$ cat src/design/fcru_pkg.sv
package fcru_pkg;
  // bus widths
  localparam int ADDR_W = 32;
  localparam int DATA_W = 32;
  localparam int PADDR_W = 24;
  // register indices; byte address is four times the index
  localparam logic [29:0] IDX_CMD   = 30'h00ff_e060;
  localparam logic [29:0] IDX_CTL   = 30'h00ff_e061;
  localparam logic [29:0] IDX_GUARD = 30'h00ff_e062;
  localparam logic [29:0] IDX_PAGE  = 30'h00ff_e064;
  localparam logic [29:0] IDX_KHZ   = 30'h00ff_e066;
  // command codes
  localparam logic [7:0] CMD_UNLOCK1 = 8'h73;
  localparam logic [7:0] CMD_UNLOCK2 = 8'h8c;
  localparam logic [7:0] CMD_PERASE  = 8'h95;
  localparam logic [7:0] CMD_MERASE  = 8'h63;
  // status state field codes
  localparam logic [5:0] ST_IDLE   = 6'h00;
  localparam logic [5:0] ST_PROG   = 6'h08;
  localparam logic [5:0] ST_PERASE = 6'h10;
  localparam logic [5:0] ST_MERASE = 6'h20;
  // field positions
  localparam int CTL_AUX_BIT = 7;
  localparam int PAGE_LSB    = 3;
  localparam int PAGE_MSB    = 8;
  localparam int PADDR_LSB   = 11;
  localparam int PADDR_MSB   = 16;
  localparam int SECT_LSB    = 3;
  localparam logic [PADDR_W-1:0] AUX_AREA_SELECT_TOP = 24'h00_007f;
  // frequency register holds clock rate divided by this
  localparam logic [17:0] FREQ_DIV = 18'h0_03e8;
  // AXI responses
  localparam logic [1:0] RESP_OKAY   = 2'h0;
  localparam logic [1:0] RESP_SLVERR = 2'h2;

  typedef enum logic [1:0] {LK_LOCKED, LK_FIRST, LK_OPEN} fcru_lock_t;
  typedef enum logic [1:0] {OP_IDLE, OP_PROG, OP_PAGE, OP_MASS} fcru_op_t;

  typedef struct packed {
    logic               awHeld;
    logic [29:0]        awIdx;
    logic               wHeld;
    logic [31:0]        wData;
    logic [3:0]         wStrb;
    logic               bValid;
    logic [1:0]         bResp;
    logic               rValid;
    logic [31:0]        rData;
    logic [1:0]         rResp;
    fcru_lock_t         lockSt;
    fcru_op_t           op;
    logic               auxSel;
    logic [7:0]         guard;
    logic [5:0]         page;
    logic [15:0]        khz;
    logic [17:0]        usAcc;
    logic [23:0]        usLeft;
    logic [PADDR_W-1:0] progAddr;
    logic [15:0]        progData;
    logic               progStart;
    logic               eraseStart;
    logic               massStart;
    logic               infoHit;
  } fcru_state_t;

  localparam fcru_state_t STATE_RST = '0;
endpackage

$ cat src/design/fcru_top.sv
// Local design decision: the AXI4-Lite interface to the registers.
`timescale 1ns/1ps
// Notes on behaviour
// [RQ1] command location writes commands, reads status
// [RQ2] 73H then 8CH unlocks
// [RQ3] 95H while unlocked erases selected page
// [RQ4] 63H recognised as whole-array erase
// [RQ5] unknown or misordered command relocks
// [RQ6] status bit 7 shows unlock, resets 0
// [RQ7] state field codes idle/program/erase/mass
// [RQ8] status read has no side effect, bit6 zero
// [RQ9] aux bit maps aux_area_select area 0-7FH
// [RQ10] control bits 6..0 read zero
// [RQ11] guard bits readable, writes only set
// [RQ12] guarded sector refuses program and erase
// [RQ13] page field bits 8:3 drive address 16:11
// [RQ14] page erase fills page with FFFFH
// [RQ15] khz register paces program and erase
// [RQ16] software keeps clock 32kHz to 20MHz
// [RQ17] page write while unlocking relocks
// [RQ18] locked after reset
// [RQ19] finished page erase relocks
// [RQ20] program only words inside selected page
// [RQ21] state field returns idle when done
module fcru_top #(
  parameter int PROG_TIME_US   = 40,
  parameter int PERASE_TIME_US = 10000,
  parameter int MERASE_TIME_US = 20000
) (
  input  wire logic                         clk,
  input  wire logic                         rstn,
  input  wire logic [fcru_pkg::ADDR_W-1:0]  awaddr,
  input  wire logic [2:0]                   awprot,
  input  wire logic                         awvalid,
  output logic                              awready,
  input  wire logic [fcru_pkg::DATA_W-1:0]  wdata,
  input  wire logic [3:0]                   wstrb,
  input  wire logic                         wvalid,
  output logic                              wready,
  output logic [1:0]                        bresp,
  output logic                              bvalid,
  input  wire logic                         bready,
  input  wire logic [fcru_pkg::ADDR_W-1:0]  araddr,
  input  wire logic [2:0]                   arprot,
  input  wire logic                         arvalid,
  output logic                              arready,
  output logic [fcru_pkg::DATA_W-1:0]       rdata,
  output logic [1:0]                        rresp,
  output logic                              rvalid,
  input  wire logic                         rready,
  input  wire logic                         massEraseAllow,
  input  wire logic                         progWrValid,
  input  wire logic [fcru_pkg::PADDR_W-1:0] progWrAddr,
  input  wire logic [15:0]                  progWrData,
  output logic                              progWrReady,
  input  wire logic [fcru_pkg::PADDR_W-1:0] fetchAddr,
  output logic                              infoAreaHit,
  output logic                              auxAreaSelect,
  output logic                              flashProgStart,
  output logic [fcru_pkg::PADDR_W-1:0]      flashProgAddr,
  output logic [15:0]                       flashProgData,
  output logic                              flashEraseStart,
  output logic                              flashMassStart,
  output logic [5:0]                        flashErasePage,
  output logic                              flashBusy
);
  import fcru_pkg::*;

  fcru_state_t s;
  fcru_state_t n;
  logic        doWrite;
  logic        cmdWr;
  logic [7:0]  cmdVal;
  logic [5:0]  statField;
  logic [7:0]  statusByte;
  logic [17:0] accSum;
  logic        usTick;
  logic        progTake;
  logic        inPage;
  logic        pageFree;
  logic [29:0] arIdx;
  logic [15:0] mergedHalf;

  // handshake readies straight from state
  assign awready     = !s.awHeld;
  assign wready      = !s.wHeld;
  assign arready     = !s.rValid;
  assign progWrReady = (s.op == OP_IDLE);
  assign arIdx       = araddr[31:2];

  // state field and status byte
  always_comb begin
    case (s.op)
      OP_PROG: statField = ST_PROG; // [RQ7]
      OP_PAGE: statField = ST_PERASE;
      OP_MASS: statField = ST_MERASE;
      default: statField = ST_IDLE;
    endcase
  end
  assign statusByte = {s.lockSt == LK_OPEN, 1'b0, statField}; // [RQ6] [RQ8]

  // a write fires once both address and data are held
  assign doWrite    = s.awHeld && s.wHeld && !s.bValid;
  assign cmdWr      = doWrite && (s.awIdx == IDX_CMD) && s.wStrb[0];
  assign cmdVal     = s.wData[7:0];
  assign mergedHalf = {s.wStrb[1] ? s.wData[15:8] : 8'h00,
                       s.wStrb[0] ? s.wData[7:0] : 8'h00};

  // microsecond pacing: each cycle is 1000/khz us, so add 1000 and
  // subtract khz per elapsed us; below 1 MHz time runs slow
  assign accSum = s.usAcc + FREQ_DIV; // [RQ15]
  assign usTick = (accSum >= {2'b00, s.khz});

  // program word must sit in the open page of an unguarded sector
  assign inPage   = (progWrAddr[PADDR_W-1:PADDR_MSB+1] == '0) &&
                    (progWrAddr[PADDR_MSB:PADDR_LSB] == s.page);
  assign pageFree = !s.guard[s.page[5:SECT_LSB]];
  assign progTake = progWrValid && progWrReady;

  always_comb begin
    n            = s;
    n.progStart  = 1'b0;
    n.eraseStart = 1'b0;
    n.massStart  = 1'b0;
    n.infoHit    = s.auxSel && (fetchAddr <= AUX_AREA_SELECT_TOP); // [RQ9]

    // read channel: one read at a time, answered the next cycle
    if (s.rValid && rready) begin
      n.rValid = 1'b0;
    end
    if (!s.rValid && arvalid) begin
      n.rValid = 1'b1;
      n.rResp  = RESP_OKAY;
      case (arIdx)
        IDX_CMD:   n.rData = {24'h00_0000, statusByte}; // [RQ1] [RQ8]
        IDX_CTL:   n.rData = {24'h00_0000, s.auxSel, 7'h00}; // [RQ10]
        IDX_GUARD: n.rData = {24'h00_0000, s.guard}; // [RQ11]
        IDX_PAGE:  n.rData = {16'h0000, 7'h00, s.page, 3'h0}; // [RQ13]
        IDX_KHZ:   n.rData = {16'h0000, s.khz};
        default: begin
          n.rData = 32'h0000_0000;
          n.rResp = RESP_SLVERR;
        end
      endcase
    end

    // write address and data may arrive in either order
    if (awvalid && !s.awHeld) begin
      n.awHeld = 1'b1;
      n.awIdx  = awaddr[31:2];
    end
    if (wvalid && !s.wHeld) begin
      n.wHeld = 1'b1;
      n.wData = wdata;
      n.wStrb = wstrb;
    end
    if (s.bValid && bready) begin
      n.bValid = 1'b0;
    end

    // timed operation in progress
    if (s.op != OP_IDLE) begin
      if (usTick) begin
        n.usAcc = accSum - {2'b00, s.khz};
        if (s.usLeft != '0) begin
          n.usLeft = s.usLeft - 24'h00_0001;
        end
      end else begin
        n.usAcc = accSum;
      end
      if (s.usLeft == '0) begin
        n.op = OP_IDLE; // [RQ21]
        if (s.op == OP_PAGE) begin
          n.lockSt = LK_LOCKED; // [RQ19]
        end
      end
    end

    // program port: words outside the page are silently dropped
    if (progTake && s.lockSt == LK_OPEN && inPage && pageFree) begin // [RQ20] [RQ12]
      n.op        = OP_PROG;
      n.usLeft    = 24'(PROG_TIME_US);
      n.usAcc     = '0;
      n.progStart = 1'b1;
      n.progAddr  = progWrAddr;
      n.progData  = progWrData;
    end

    if (doWrite) begin
      n.awHeld = 1'b0;
      n.wHeld  = 1'b0;
      n.bValid = 1'b1;
      n.bResp  = RESP_OKAY;
      case (s.awIdx)
        IDX_CMD: begin
          if (s.wStrb[0]) begin
            // command sequencer; anything unexpected relocks
            n.lockSt = LK_LOCKED; // [RQ5]
            case (s.lockSt)
              LK_LOCKED: begin
                if (cmdVal == CMD_UNLOCK1) begin
                  n.lockSt = LK_FIRST; // [RQ2]
                end
              end
              LK_FIRST: begin
                if (cmdVal == CMD_UNLOCK2) begin
                  n.lockSt = LK_OPEN; // [RQ2]
                end
              end
              LK_OPEN: begin
                if (cmdVal == CMD_PERASE && s.op == OP_IDLE &&
                    pageFree) begin
                  // array fills page with all ones; lock drops at end
                  n.lockSt     = LK_OPEN; // [RQ3] [RQ14]
                  n.op         = OP_PAGE;
                  n.usLeft     = 24'(PERASE_TIME_US);
                  n.usAcc      = '0;
                  n.eraseStart = 1'b1;
                end else if (cmdVal == CMD_MERASE && s.op == OP_IDLE &&
                             massEraseAllow) begin
                  // user code cannot mass erase unless allowed
                  n.lockSt    = LK_OPEN; // [RQ4]
                  n.op        = OP_MASS;
                  n.usLeft    = 24'(MERASE_TIME_US);
                  n.usAcc     = '0;
                  n.massStart = 1'b1;
                end
              end
              default: n.lockSt = LK_LOCKED;
            endcase
          end
        end
        IDX_CTL: begin
          if (s.wStrb[0]) begin
            n.auxSel = s.wData[CTL_AUX_BIT]; // [RQ10]
          end
        end
        IDX_GUARD: begin
          // set-only: a zero never clears protection
          if (s.wStrb[0]) begin
            n.guard = s.guard | s.wData[7:0]; // [RQ11]
          end
        end
        IDX_PAGE: begin
          if (s.lockSt != LK_LOCKED) begin
            n.lockSt = LK_LOCKED; // [RQ17]
          end else if (s.wStrb[0] || s.wStrb[1]) begin
            n.page = {s.wStrb[1] ? s.wData[PAGE_MSB] : s.page[5],
                      s.wStrb[0] ? s.wData[PAGE_MSB-1:PAGE_LSB]
                                 : s.page[4:0]}; // [RQ13]
          end
        end
        IDX_KHZ: begin
          n.khz = {s.wStrb[1] ? mergedHalf[15:8] : s.khz[15:8],
                   s.wStrb[0] ? mergedHalf[7:0] : s.khz[7:0]}; // [RQ15]
        end
        default: n.bResp = RESP_SLVERR;
      endcase
    end
  end

  // single state register
  always_ff @(posedge clk or negedge rstn) begin
    if (!rstn) begin
      s <= STATE_RST; // [RQ18]
    end else begin
      s <= n;
    end
  end

  // outputs from registered state
  assign bvalid          = s.bValid;
  assign bresp           = s.bResp;
  assign rvalid          = s.rValid;
  assign rdata           = s.rData;
  assign rresp           = s.rResp;
  assign infoAreaHit     = s.infoHit;
  assign auxAreaSelect   = s.auxSel;
  assign flashProgStart  = s.progStart;
  assign flashProgAddr   = s.progAddr;
  assign flashProgData   = s.progData;
  assign flashEraseStart = s.eraseStart;
  assign flashMassStart  = s.massStart;
  assign flashErasePage  = s.page;
  assign flashBusy       = (s.op != OP_IDLE);
endmodule // fcru_top

$ cat config.mk
export PLATFORM = sky130hd
export DESIGN_NAME = fcru_top
export DESIGN_NICKNAME = d
export VERILOG_FILES = /design/src/design/fcru_pkg.sv /design/src/design/fcru_top.sv
export SDC_FILE = /design/constraint.sdc
export NUM_CORES = 1
export LEC_CHECK = 0
export ABC_CLOCK_PERIOD_IN_PS = 5800
export CORE_MARGIN = 4
export CORE_UTILIZATION = 50
export CTS_CLUSTER_DIAMETER = 30
export DETAILED_ROUTE_END_ITERATION = 6
export DONT_BUFFER_PORTS = 1
export HOLD_SLACK_MARGIN = 0.05
export SLEW_MARGIN = 20
export SYNTH_ARGS = -nofsm -noshare
export SYNTH_HDL_FRONTEND = slang
export SYNTH_SLANG_ARGS = --single-unit
$ cat constraint.sdc
create_clock -name clk -period 5.8 [get_ports clk]
set_clock_uncertainty 0.15 [all_clocks]
set_input_delay 0.87 -clock clk [delete_from_list [all_inputs] [get_ports clk]]
set_output_delay 0.87 -clock clk [all_outputs]
set_load 0.05 [all_outputs]
## Word level (Yosys, flattened, before mapping)

Index checks and enable logic that the tools add are counted.

- Register bits after elaboration: 227
- Bits of input ports: 179
- Output and inout port bits: 94
- Logic and storage cells: 154

- Add/sub/neg operators: 3
- Magnitude comparators: 3
- Equal/unequal tests: 20
- Muxes and demuxes: 58
- Bitwise operators: 2
- Reductions and logical operators: 42

Operator list:

| operator | number |
|---|---|
| $eq 30x24->1 const B | 10 |
| $mux 42 | 6 |
| $mux 83 | 1 |
| $pmux 16 s5 | 1 |
| $mux 77 | 1 |
| $mux 24 | 2 |
| $mux 37 | 1 |
| $mux 35 | 1 |
| $mux 8 | 4 |
| $mux 31 | 1 |
| $le 24x7->1 const B | 1 |
| $logic_not 24->1 | 1 |
| $mux 2 | 12 |
| $reduce_bool 24->1 | 1 |
| $sub 24x1->24 const B | 1 |
| $mux 4 | 5 |
| $add 18x10->18 const B | 1 |
| $ge 18x16->1 | 1 |
| $mux 18 | 1 |
| $mux 6 | 3 |
| $pmux 6 s3 | 1 |
| $sub 18x16->18 | 1 |
| $logic_and 1x1->1 | 17 |
| $eq 8x7->1 const B | 2 |
| 22 further kinds | 52 |

## Logic depth before layout (Yosys ltp)

Gate-level depths: netlist of the first run.

- Depth after elaboration: 12
- Mapped depth: 16
- Gate-level depth less buffers: 13

## Least setup slack after synthesis of the first run

OpenSTA, ideal clock, no wires.

- Path type: reg-to-reg
- Start point: register s[71] (netlist bit)
- End point: register s[52] (netlist bit)
- Setup time: 0.070 ns
- Arrival time: 3.624 ns
- Data required time: 5.580 ns
- Path slack: 1.956 ns
- Stages on the path, launching flop included: 14
- Path buffers: 1
- Clock period less this slack: 3.844 ns
- Cells stage by stage: dfrtp_1 > ha_1 > nor3_2 > a21boi_0 > xor2_1 > ha_1 > clkbuf_1 > and3_1 > nand4_1 > or3_1 > nand3_2 > o211ai_2 > or4b_2 > nand3b_1

RTL lines:

| what | line | text |
|---|---|---|
| from (decl) | fcru_top.sv:69 | `fcru_state_t s;` |
| from (signal assigned) | fcru_top.sv:267 | `s <= n;` |

==> flow_metrics.env, run 1 <==
export IMPL_outcome="finished, final reports clean"
export IMPL_leakagePower_nw=4.57
export IMPL_startpoint_type="register"
export IMPL_synth_area_um2=10400
export IMPL_avgSynthCellArea_um2=10.5
export IMPL_synth_cell_type_count=77
export IMPL_combPwrFrac_pct=13.6
export IMPL_grt_pass1_wl_mm=39.5
export IMPL_async_flop_share_pct=100
export IMPL_track_usage_pct=21.1
export IMPL_finalSetupViolations=0
export IMPL_met3_length_mm=2.09
export IMPL_swShare_pct=30.1
export IMPL_synth_edff_count=0
export IMPL_die_area_um2=23100
export IMPL_endpoint_kind="register"
export IMPL_hold_class="primary input to asynchronous set/reset pin"
export IMPL_antenna_left=0
export IMPL_die_w_um=152
export IMPL_post_cts_buffers=0
export IMPL_yosysWarnings=0
export IMPL_p_sw_mw=1.00
export IMPL_rsz0062_at_grt="no"
export IMPL_ir_drop_uv=234
export IMPL_hold_viol=0
export IMPL_slowest_stage="or3_1"
export IMPL_antenna_found_initial=3
export IMPL_dr_wl_met2_mm=11.2
export IMPL_std_cell_rows=52
export IMPL_wl_met1_mm=10.8
export IMPL_required_ps=5950
export IMPL_cts_root_buffer="clkbuf_16"
export IMPL_path_clk_slew_ps=80
export IMPL_dp_cells=1158
export IMPL_vias_per_cell=5.92
export IMPL_start_util_pct=51.1
export IMPL_first_iter_violations=459
export IMPL_cpPeakStageDelay_ps=450
export IMPL_drive_gt1_share_pct=16.9
export IMPL_core_area_um2=20300
export IMPL_synth_ff_type="dfrtp_1"
export IMPL_postSynthCellCount=988
export IMPL_final_cell_mix="191 x dfrtp_1, 88 x mux2_2, 67 x nand2_1"
export IMPL_clk_latency_ps=440
export IMPL_grt_max_degree=192
export IMPL_grt_pass1_vias=7140
export IMPL_period_minus_slack_ps=4630
export IMPL_top_layer_used="met5"
export IMPL_finalWorstSetupSlack_ps=1170
export IMPL_critPathBufInv=0
export IMPL_cp_cell_sequence="ha_1, nor3_2, a21boi_0, nand3_1, xnor2_1, ha_1, and3_1, nand4_1, or3_1, and3_1, nand2_1, a211oi_1, a2111oi_0"
export IMPL_slew_viol_final=0
export IMPL_clkPwrFrac_pct=35.4
export IMPL_cp_max_fo=11
export IMPL_fin_util_pct=52.6
export IMPL_period_share_pct=79.8
export IMPL_die_h_um=152
export IMPL_max_cap_violations=0
export IMPL_num_vias=7062
export IMPL_clock_sinks=191
export IMPL_stdcell_count=1193
export IMPL_finalSetupTns_ps=0
export IMPL_clk_path_buf_depth=2
export IMPL_gp_congestion=0.837
export IMPL_slew_headroom_pct=29.8
export IMPL_yosysSeqAreaShare_pct=46.1
export IMPL_fmax_mhz=216
export IMPL_first_pass_iters=4
export IMPL_seq_power_share_pct=51.0
export IMPL_wl_per_cell_um=20.6
export IMPL_dp_hpwl_mm=17.6
export IMPL_p_per_area_nw_per_um2=311
export IMPL_io_pins=273
export IMPL_critPathArrivalTime_ps=4780
export IMPL_finalWirelength_mm=24.5
export IMPL_numPortBuffers=0
export IMPL_nNetsFinal=1107
export IMPL_tightest_slew_ps=1050
export IMPL_post_route_drc_count=0
export IMPL_crit_type="register to register"
export IMPL_cts_buffers=17
export IMPL_area_growth_pct=2.94
export IMPL_htreeDepth=4
export IMPL_overflow=0
export IMPL_ys_ff_latch=191
export IMPL_p_int_mw=2.32
export IMPL_post_place_ws_ps=1220
export IMPL_final_common_cell="dfrtp_1"
export IMPL_cts_tree="yes"
export IMPL_critPathTopFamily="simple AND/OR/NAND/NOR gates"
cells in the mapped netlist (3+ instances only):
master	n	share of area, %
dfrtp_1	191	46
mux2_2	88	9.5
buf_4	83	6.0
nand2_1	67	2.4
nor2_1	52	1.9
o21ai_0	50	2.4
inv_1	34	1.2
nand3_1	26	1.3
clkbuf_1	25	0.90
xnor2_1	25	2.1
a21oi_1	22	1.1
nor3_1	21	1.0
nand4_1	19	1.1
ha_1	18	2.2
a211oi_1	15	1.1
a21o_1	15	1.1
nor4_1	14	0.84
xor2_1	14	1.2
and2_1	11	0.66
buf_2	11	0.53
mux2i_1	10	0.96
nor2b_1	10	0.60
o211ai_1	10	0.72
and3_1	9	0.54
o31ai_1	9	0.65
or3_1	9	0.54
a31oi_1	8	0.48
nand3b_1	8	0.58
nand4b_1	7	0.59
o21a_1	7	0.51
a211o_1	5	0.42
nand2b_1	5	0.30
nor4b_1	5	0.42
o311ai_0	5	0.42
or4_1	5	0.36
or4b_1	5	0.48
a22oi_1	4	0.29
o41ai_1	4	0.34
buf_1	3	0.11
mux4_2	3	0.65
nor3b_1	3	0.22
nor4_2	3	0.36
o22ai_1	3	0.18
state kept, by name, indices dropped and copies added (netlist names), 6 cells and up:
| register | flops |
|---|---|
| flashErasePage | 6 |
| flashProgAddr | 24 |
| cmdVal | 8 |
| rdata | 16 |
| flashProgData | 16 |
| s | 112 |
area by class of cell:
| cell class | count | area (um^2) |
|---|---|---|
| Fill cell | 1806 | 9620 |
| Sequential cell | 191 | 4780 |
| Multi-Input combinational cell | 655 | 4750 |
| Clock buffer | 18 | 429 |
| Tap cell | 270 | 338 |
| Clock inverter | 14 | 166 |
| Inverter | 36 | 135 |
| Timing Repair Buffer | 8 | 80.1 |
| Antenna cell | 1 | 2.50 |
path summary, 6_finish.rpt:
path,from,cells past startpoint,slack [ps],end
min in group clk,s[178],2,330,s[101]
min reg2reg,s[178],2,330,s[101]
max in group asynchronous,rstn,1,4400,s[76]
min,rstn,1,250,rdata[7]
max reg2reg,s[71],13,1170,s[78]
max,s[71],13,1170,s[78]
metal layers:
layer  GRT usage, %  up-vias
met1           28.4     3453
li1               -     3330
met5              0        -
met2           32.4      241
met3           7.34       34
met4           6.25        4
cells by family after synthesis:
| kind of cell | Yosys count | share of synthesized area [%] |
|---|---|---|
| and+or+nand+nor | 298 | 16.0 |
| DFF | 191 | 46.1 |
| AOI/OAI and AO/OA | 177 | 11.5 |
| buffers and inverters | 159 | 8.90 |
| muxes | 104 | 11.8 |
| xor gates and xnor gates | 39 | 3.29 |
| adders and majority gates | 19 | 2.36 |
| other | 1 | 0.0361 |
per-stage QoR:
step                      area [um^2]  power, mW  hold slack [ps]
after global routing            10700       3.48              351
after detailed placement        10100       2.14              315
final                           10700       3.32              246
after floorplan                 10400       2.04              286
after CTS                       10700       3.35              331
after global placement          10100       2.13              300
what timing repair did:
item,CTS,global route
endpoints found under the hold margin,191,0
endpoints found under the setup margin,0,0
resized for setup,0,0
hold buffers,1,0
power by group through the flow:
| stage | registers, mW | logic [mW] | clock network [mW] |
|---|---|---|---|
| after floorplan | 1.65 | 0.387 | 0 |
| after global placement | 1.71 | 0.414 | 0 |
| after detailed placement | 1.72 | 0.426 | 0 |
| after CTS | 1.69 | 0.457 | 1.21 |
| after global routing | 1.72 | 0.496 | 1.27 |
| final | 1.69 | 0.450 | 1.18 |
Power figures use the tool's default switching activity.
==> run 2, diff against run 1 <==
- ABC_AREA: unset -> 1
- ABC_CLOCK_PERIOD_IN_PS: 5800 -> 4300
- clock period: 5.8 -> 4.3 ns (I/O delays scaled with it)
==> run 2 against run 1 <==
The flow now finishes with violations (hold timing). Global-route usage is 0.73 points higher. Clock power is 39% higher. Worst hold slack worse by 510 ps. Core utilization is 0.36 points lower. Register-to-register slack worse by 530 ps. Critical path depth is 7 higher. Combinational power grew to 2.8 times the previous value. Sequential share of layout area is 2.7 points lower. Synthesized area is 6.5% higher. Flip-flop and latch count stayed put. Wire length is 9.8% higher.
==> flow_metrics.env, run 2 <==
export IMPL_overflow=0
export IMPL_synth_area_um2=11100
export IMPL_period_share_pct=85.0
export IMPL_yosysSeqAreaShare_pct=43.2
export IMPL_synth_top_cell_by_area="dfrtp_1"
export IMPL_finalSetupTns_ps=0
export IMPL_leakagePower_nw=5.55
export IMPL_hold_class="primary input to asynchronous set/reset pin"
export IMPL_first_iter_violations=625
export IMPL_p_total_mw=5.18
export IMPL_hold_viol=191
export IMPL_yosysTopAreaCellShare_pct=43.2
export IMPL_io_pins=273
export IMPL_startpoint_type="register"
export IMPL_avgSynthCellArea_um2=7.74
export IMPL_post_place_ws_ps=713
export IMPL_period_minus_slack_ps=3660
export IMPL_std_cell_rows=54
export IMPL_vias_per_cell=5.31
export IMPL_reg2reg_depth=20
export IMPL_synth_most_common_cell="nand2_1"
export IMPL_post_route_cell_area_um2=11400
export IMPL_violations="hold timing"
export IMPL_yosys_top_cells_area="dfrtp_1 43%, nand2_1 12%, inv_1 5.8%"
export IMPL_grt_max_degree=192
export IMPL_final_cell_mix="339 x nand2_1, 191 x dfrtp_1, 171 x inv_1"
export IMPL_p_per_area_nw_per_um2=455
export IMPL_slew_headroom_pct=45.3
export IMPL_synth_cell_type_count=53
export IMPL_nNetsFinal=1561
export IMPL_cts_buffers=17
export IMPL_cts_root_buffer="clkbuf_16"
export IMPL_dp_hpwl_mm=20.5
export IMPL_track_usage_pct=21.8
export IMPL_outcome="finished, violations left"
export IMPL_top_register="s"
export IMPL_clk_path_buf_depth=2
export IMPL_largest_register_ffs=112
export IMPL_ctsResizeCount=0
export IMPL_clock_sinks=191
export IMPL_n_antenna_cell=0
export IMPL_ir_drop_uv=257
export IMPL_synth_ff_type="dfrtp_1"
export IMPL_finalSetupViolations=0
export IMPL_num_vias=8794
export IMPL_required_ps=4470
export IMPL_final_common_cell="nand2_1"
export IMPL_worst_r2r_endpoint="s[53]"
export IMPL_post_cts_buffers=0
export IMPL_endpoint_kind="register"
export IMPL_synth_commonest_cells="339 x nand2_1, 191 x dfrtp_1, 171 x inv_1, 162 x nor2_1, 83 x buf_4"
export IMPL_clk_latency_ps=450
export IMPL_max_cap_violations=0
export IMPL_post_route_drc_count=0
export IMPL_cts_tree="yes"
export IMPL_numPortBuffers=0
export IMPL_ff2ff_setup_slack_ps=640
export IMPL_wl_per_cell_um=16.3
export IMPL_slew_viol_final=0
export IMPL_gp_congestion=0.892
export IMPL_first_pass_iters=5
export IMPL_htreeDepth=4
export IMPL_finalWorstSetupSlack_ps=645
export IMPL_die_area_um2=24600
export IMPL_yosysWarnings=0
export IMPL_grt_pass1_wl_mm=42.9
export IMPL_path_clk_slew_ps=80
export IMPL_reg2reg_from="s[71]"
export IMPL_drive_gt1_share_pct=7.78
export IMPL_antenna_found_initial=0
export IMPL_postSynthCellCount=1429
export IMPL_area_growth_pct=2.88
export IMPL_antenna_left=0
export IMPL_placed_area_um2=10800
export IMPL_die_h_um=157
export IMPL_cp_max_fo=19
export IMPL_die_w_um=157
export IMPL_ys_ff_latch=191
export IMPL_crit_type="register to register"
export IMPL_async_flop_share_pct=100
export IMPL_rsz0062_at_grt="no"
export IMPL_fmax_mhz=274
export IMPL_grt_pass1_vias=8475
export IMPL_synth_edff_count=0
export IMPL_start_util_pct=50.8
export IMPL_fillCellCount=2122
export IMPL_tightest_slew_ps=813
export IMPL_hold_slack_ps=-262
export IMPL_critPathArrivalTime_ps=3820
export IMPL_finalWirelength_mm=26.9
export IMPL_core_area_um2=21800
run 2: stage by stage:
stage,utilization (%),cells
2_1_floorplan,-,1446
3_3_place_gp,49.5,1624
3_5_place_dp,49.5,1624
4_1_cts,52.3,1656
5_1_grt,52.3,1656
6_report,52.3,1656
run 2: power by group:
| part | internal, mW | switching, mW |
|---|---|---|
| logic | 0.434 | 0.816 |
| clock network | 0.852 | 0.783 |
| registers | 2.07 | 0.219 |
| total | 3.36 | 1.82 |
run 2: critical path, stage by stage (launching register included):
cell	delay (ps)
dfrtp_1	410
ha_1	200
inv_1	90
nand3_1	190
nand4_1	130
nor2_1	150
xor2_1	210
inv_1	80
ha_1	340
nand2_1	120
nor2_1	160
nand4_1	120
o21ai_2	200
nor2_4	70
nand3_4	200
buf_4	210
nand3_2	120
nor2_2	180
nand2_1	70
nand3_1	80
nand2_1	60
run 2: routing by layer:
metal / vias to the layer above / share of wire [%] / wire length (um) / global-route usage [%]
met1: 4085 / 44 / 11800 / 29.0
met3: 36 / 7.8 / 2100 / 5.56
li1: 4393 / - / - / -
met5: - / 0 / 0 / 0
met4: 0 / 2.0 / 541 / 6.24
met2: 280 / 46 / 12500 / 35.6
run 2: cells by family after synthesis:
logic type	after synthesis	share of synthesized area (%)
AO/OA/AOI/OAI	179	8.81
AND/OR/NAND/NOR	695	28.2
buffers and inverters	295	13.2
other	1	0.0339
multiplexers	17	1.73
adder cells (fa/ha/maj)	19	2.22
flip-flops	191	43.2
XOR/XNOR	32	2.54
run 2: area by class of cell:
| type | count | area, um^2 | area share (%) |
|---|---|---|---|
| clock buffer | 19 | 443 | 3.89 |
| multi-input combinational | 960 | 4870 | 42.9 |
| inverter | 183 | 689 | 6.06 |
| sequential | 191 | 4780 | 42.0 |
| timing repair buffer | 10 | 75.1 | 0.660 |
| clock inverter | 13 | 160 | 1.41 |
| tap | 280 | 350 | 3.08 |
run 2: how the worst max path moves through the flow:
stage          depth (start not counted)     to  startpoint
3_5_place_dp                          20  s[53]       s[71]
2_1_floorplan                         21  s[85]       s[71]
5_1_grt                               20  s[53]       s[71]
4_1_cts                               20  s[53]       s[71]
3_3_place_gp                          20  s[53]       s[71]
6_report                              20  s[53]       s[71]
==> run 3, diff against run 2 <==
- CORE_UTILIZATION: 50 -> 55
- PLACE_DENSITY: unset -> 0.7
==> run 3 against run 2 <==
The flow still finishes with violations (hold timing). Sequential share of layout area rose by 0.088 points. Design area decreased by 0.21%. Non-clock buffer count grew 1. Global-route usage rose by 2.3 points. Die area shrank 8.6%. Largest cell class unchanged. Flip-flop and latch count is the same. Count of clock-buffer cells in the layout grew 1. Final cell count decreased by 0.85%. Worst hold slack better by 13 ps. Setup slack got worse by 91 ps. Critical path type unchanged. Largest power group unchanged.
==> flow_metrics.env, run 3 (synthesis results as in run 2) <==
export IMPL_area_growth_pct=2.66
export IMPL_critPathArrivalTime_ps=3950
export IMPL_final_cell_mix="338 x nand2_1, 191 x dfrtp_1, 171 x inv_1"
export IMPL_post_route_drc_count=0
export IMPL_clk_latency_ps=440
export IMPL_slew_viol_final=0
export IMPL_finalWorstSetupSlack_ps=554
export IMPL_swShare_pct=35.1
export IMPL_die_area_um2=22400
export IMPL_drive_gt1_share_pct=7.99
export IMPL_outcome="finished, violations left"
export IMPL_ctsResizeCount=0
export IMPL_startpoint_type="register"
export IMPL_antenna_left=0
export IMPL_grt_use_met3_pct=6.42
export IMPL_post_place_ws_ps=592
export IMPL_hold_viol=191
export IMPL_grt_busiest_layer="met2"
export IMPL_first_iter_violations=762
export IMPL_final_common_cell="nand2_1"
export IMPL_tightest_slew_ps=811
export IMPL_violations="hold timing"
export IMPL_gp_congestion=0.939
export IMPL_fmax_mhz=267
export IMPL_hold_slack_ps=-248
export IMPL_leakagePower_nw=5.54
export IMPL_num_vias=8879
export IMPL_first_pass_iters=5
export IMPL_grt_pass1_wl_mm=43.3
export IMPL_fin_util_pct=57.9
export IMPL_grt_util_met2_pct=40.4
export IMPL_combPwrFrac_pct=24.6
export IMPL_seq_power_share_pct=44.9
export IMPL_clkPwrFrac_pct=30.5
export IMPL_grt_pass1_vias=8682
export IMPL_rsz0062_at_grt="no"
export IMPL_top_register="s"
export IMPL_finalSetupTns_ps=0
export IMPL_start_util_pct=56.4
export IMPL_crit_type="register to register"
export IMPL_grt_max_degree=192
export IMPL_slew_headroom_pct=45.9
export IMPL_p_per_area_nw_per_um2=451
export IMPL_reg2reg_depth=20
export IMPL_post_cts_buffers=0
export IMPL_io_pins=273
export IMPL_cts_root_buffer="clkbuf_16"
export IMPL_stdcell_count=1642
export IMPL_nNetsFinal=1562
export IMPL_antenna_found_initial=0
export IMPL_required_ps=4500
export IMPL_max_cap_violations=0
export IMPL_cts_tree="yes"
export IMPL_clock_sinks=191
export IMPL_htreeDepth=4
export IMPL_dp_cells=1610
export IMPL_std_cell_rows=51
export IMPL_clk_path_buf_depth=2
export IMPL_ir_drop_uv=334
export IMPL_period_share_pct=87.1
export IMPL_reg2reg_from="s[71]"
export IMPL_met1_usage_pct=32.0
export IMPL_largest_register_ffs=112
export IMPL_hold_class="primary input to asynchronous set/reset pin"
export IMPL_wl_per_cell_um=16.4
export IMPL_ff2ff_setup_slack_ps=550
export IMPL_p_int_mw=3.32
export IMPL_overflow=0
export IMPL_endpoint_kind="register"
export IMPL_finalSetupViolations=0
export IMPL_core_area_um2=19600
export IMPL_cts_buffers=17
export IMPL_period_minus_slack_ps=3750
export IMPL_dp_hpwl_mm=20.5
export IMPL_vias_per_cell=5.41
export IMPL_worst_r2r_endpoint="s[68]"
export IMPL_die_h_um=150
export IMPL_numPortBuffers=0
export IMPL_path_clk_slew_ps=70
export IMPL_n_antenna_cell=0
export IMPL_track_usage_pct=24.1
export IMPL_finalWirelength_mm=26.9
export IMPL_p_sw_mw=1.80
export IMPL_cp_max_fo=30
export IMPL_die_w_um=150
==> run 3: cell types whose count changed in the layout (fill, tap and decap cells not counted), sizes merged <==
cell | before | now
bufinv | 1 | 0
clkinvlp | 0 | 2
buf | 10 | 11
clkbuf | 19 | 20
inv | 189 | 187
==> run 3: power groups by stage <==
stage / clock network [mW] / logic, mW / registers, mW
6_report: 1.56 / 1.26 / 2.30
3_3_place_gp: 0 / 1.21 / 2.32
4_1_cts: 1.59 / 1.26 / 2.30
2_1_floorplan: 0 / 1.07 / 2.25
3_5_place_dp: 0 / 1.25 / 2.33
5_1_grt: 1.67 / 1.43 / 2.33
==> run 3: how the worst max path moves through the flow <==
stage	start	end	slack [ps]	depth (start not counted)
finish	s[71]	s[68]	550	20
global route	s[71]	s[68]	160	20
CTS	s[71]	s[68]	570	20
detailed placement	s[71]	s[68]	590	20
global placement	s[71]	s[68]	670	20
floorplan	s[71]	s[85]	1320	21
==> run 3: layout make-up <==
type | count | area [um^2]
clock buffer | 20 | 467
clock inverter | 12 | 121
fill | 1826 | 8240
inverter | 183 | 689
multi-input combinational | 960 | 4880
sequential | 191 | 4780
tap | 265 | 332
timing repair buffer | 11 | 82.6
==> run 3: stage by stage <==
step	total power, mW	hold WS [ps]	instance area (um^2)
final	5.12	-248	11300
after global routing	5.43	-269	11300
after CTS	5.14	-253	11300
after detailed placement	3.58	205	10800
after global placement	3.54	205	10800
after floorplan	3.32	199	11100
==> run 3: worst max-delay path: stages, from the launching register on <==
cell     delay, ps
dfrtp_1        410
ha_1           200
inv_1           70
nand3_1        190
nand4_1        160
nor2_1         150
xor2_1         210
inv_1           60
ha_1           350
nand2_1        120
nor2_1         210
nand4_1        140
o21ai_2        190
nor2_4          70
nand3_4        300
inv_2          200
nor2_4         180
inv_1           90
nand2_1         60
nand2_1         40
a21oi_1        120
==> run 3: routing by layer <==
| layer | vias to the layer above | wire length (um) | share of wire [%] |
|---|---|---|---|
| met2 | 300 | 12600 | 47 |
| met4 | 0 | 296 | 1.1 |
| met1 | 4181 | 11700 | 43 |
| li1 | 4369 | - | - |
| met3 | 29 | 2280 | 8.5 |
| met5 | - | 0 | 0 |
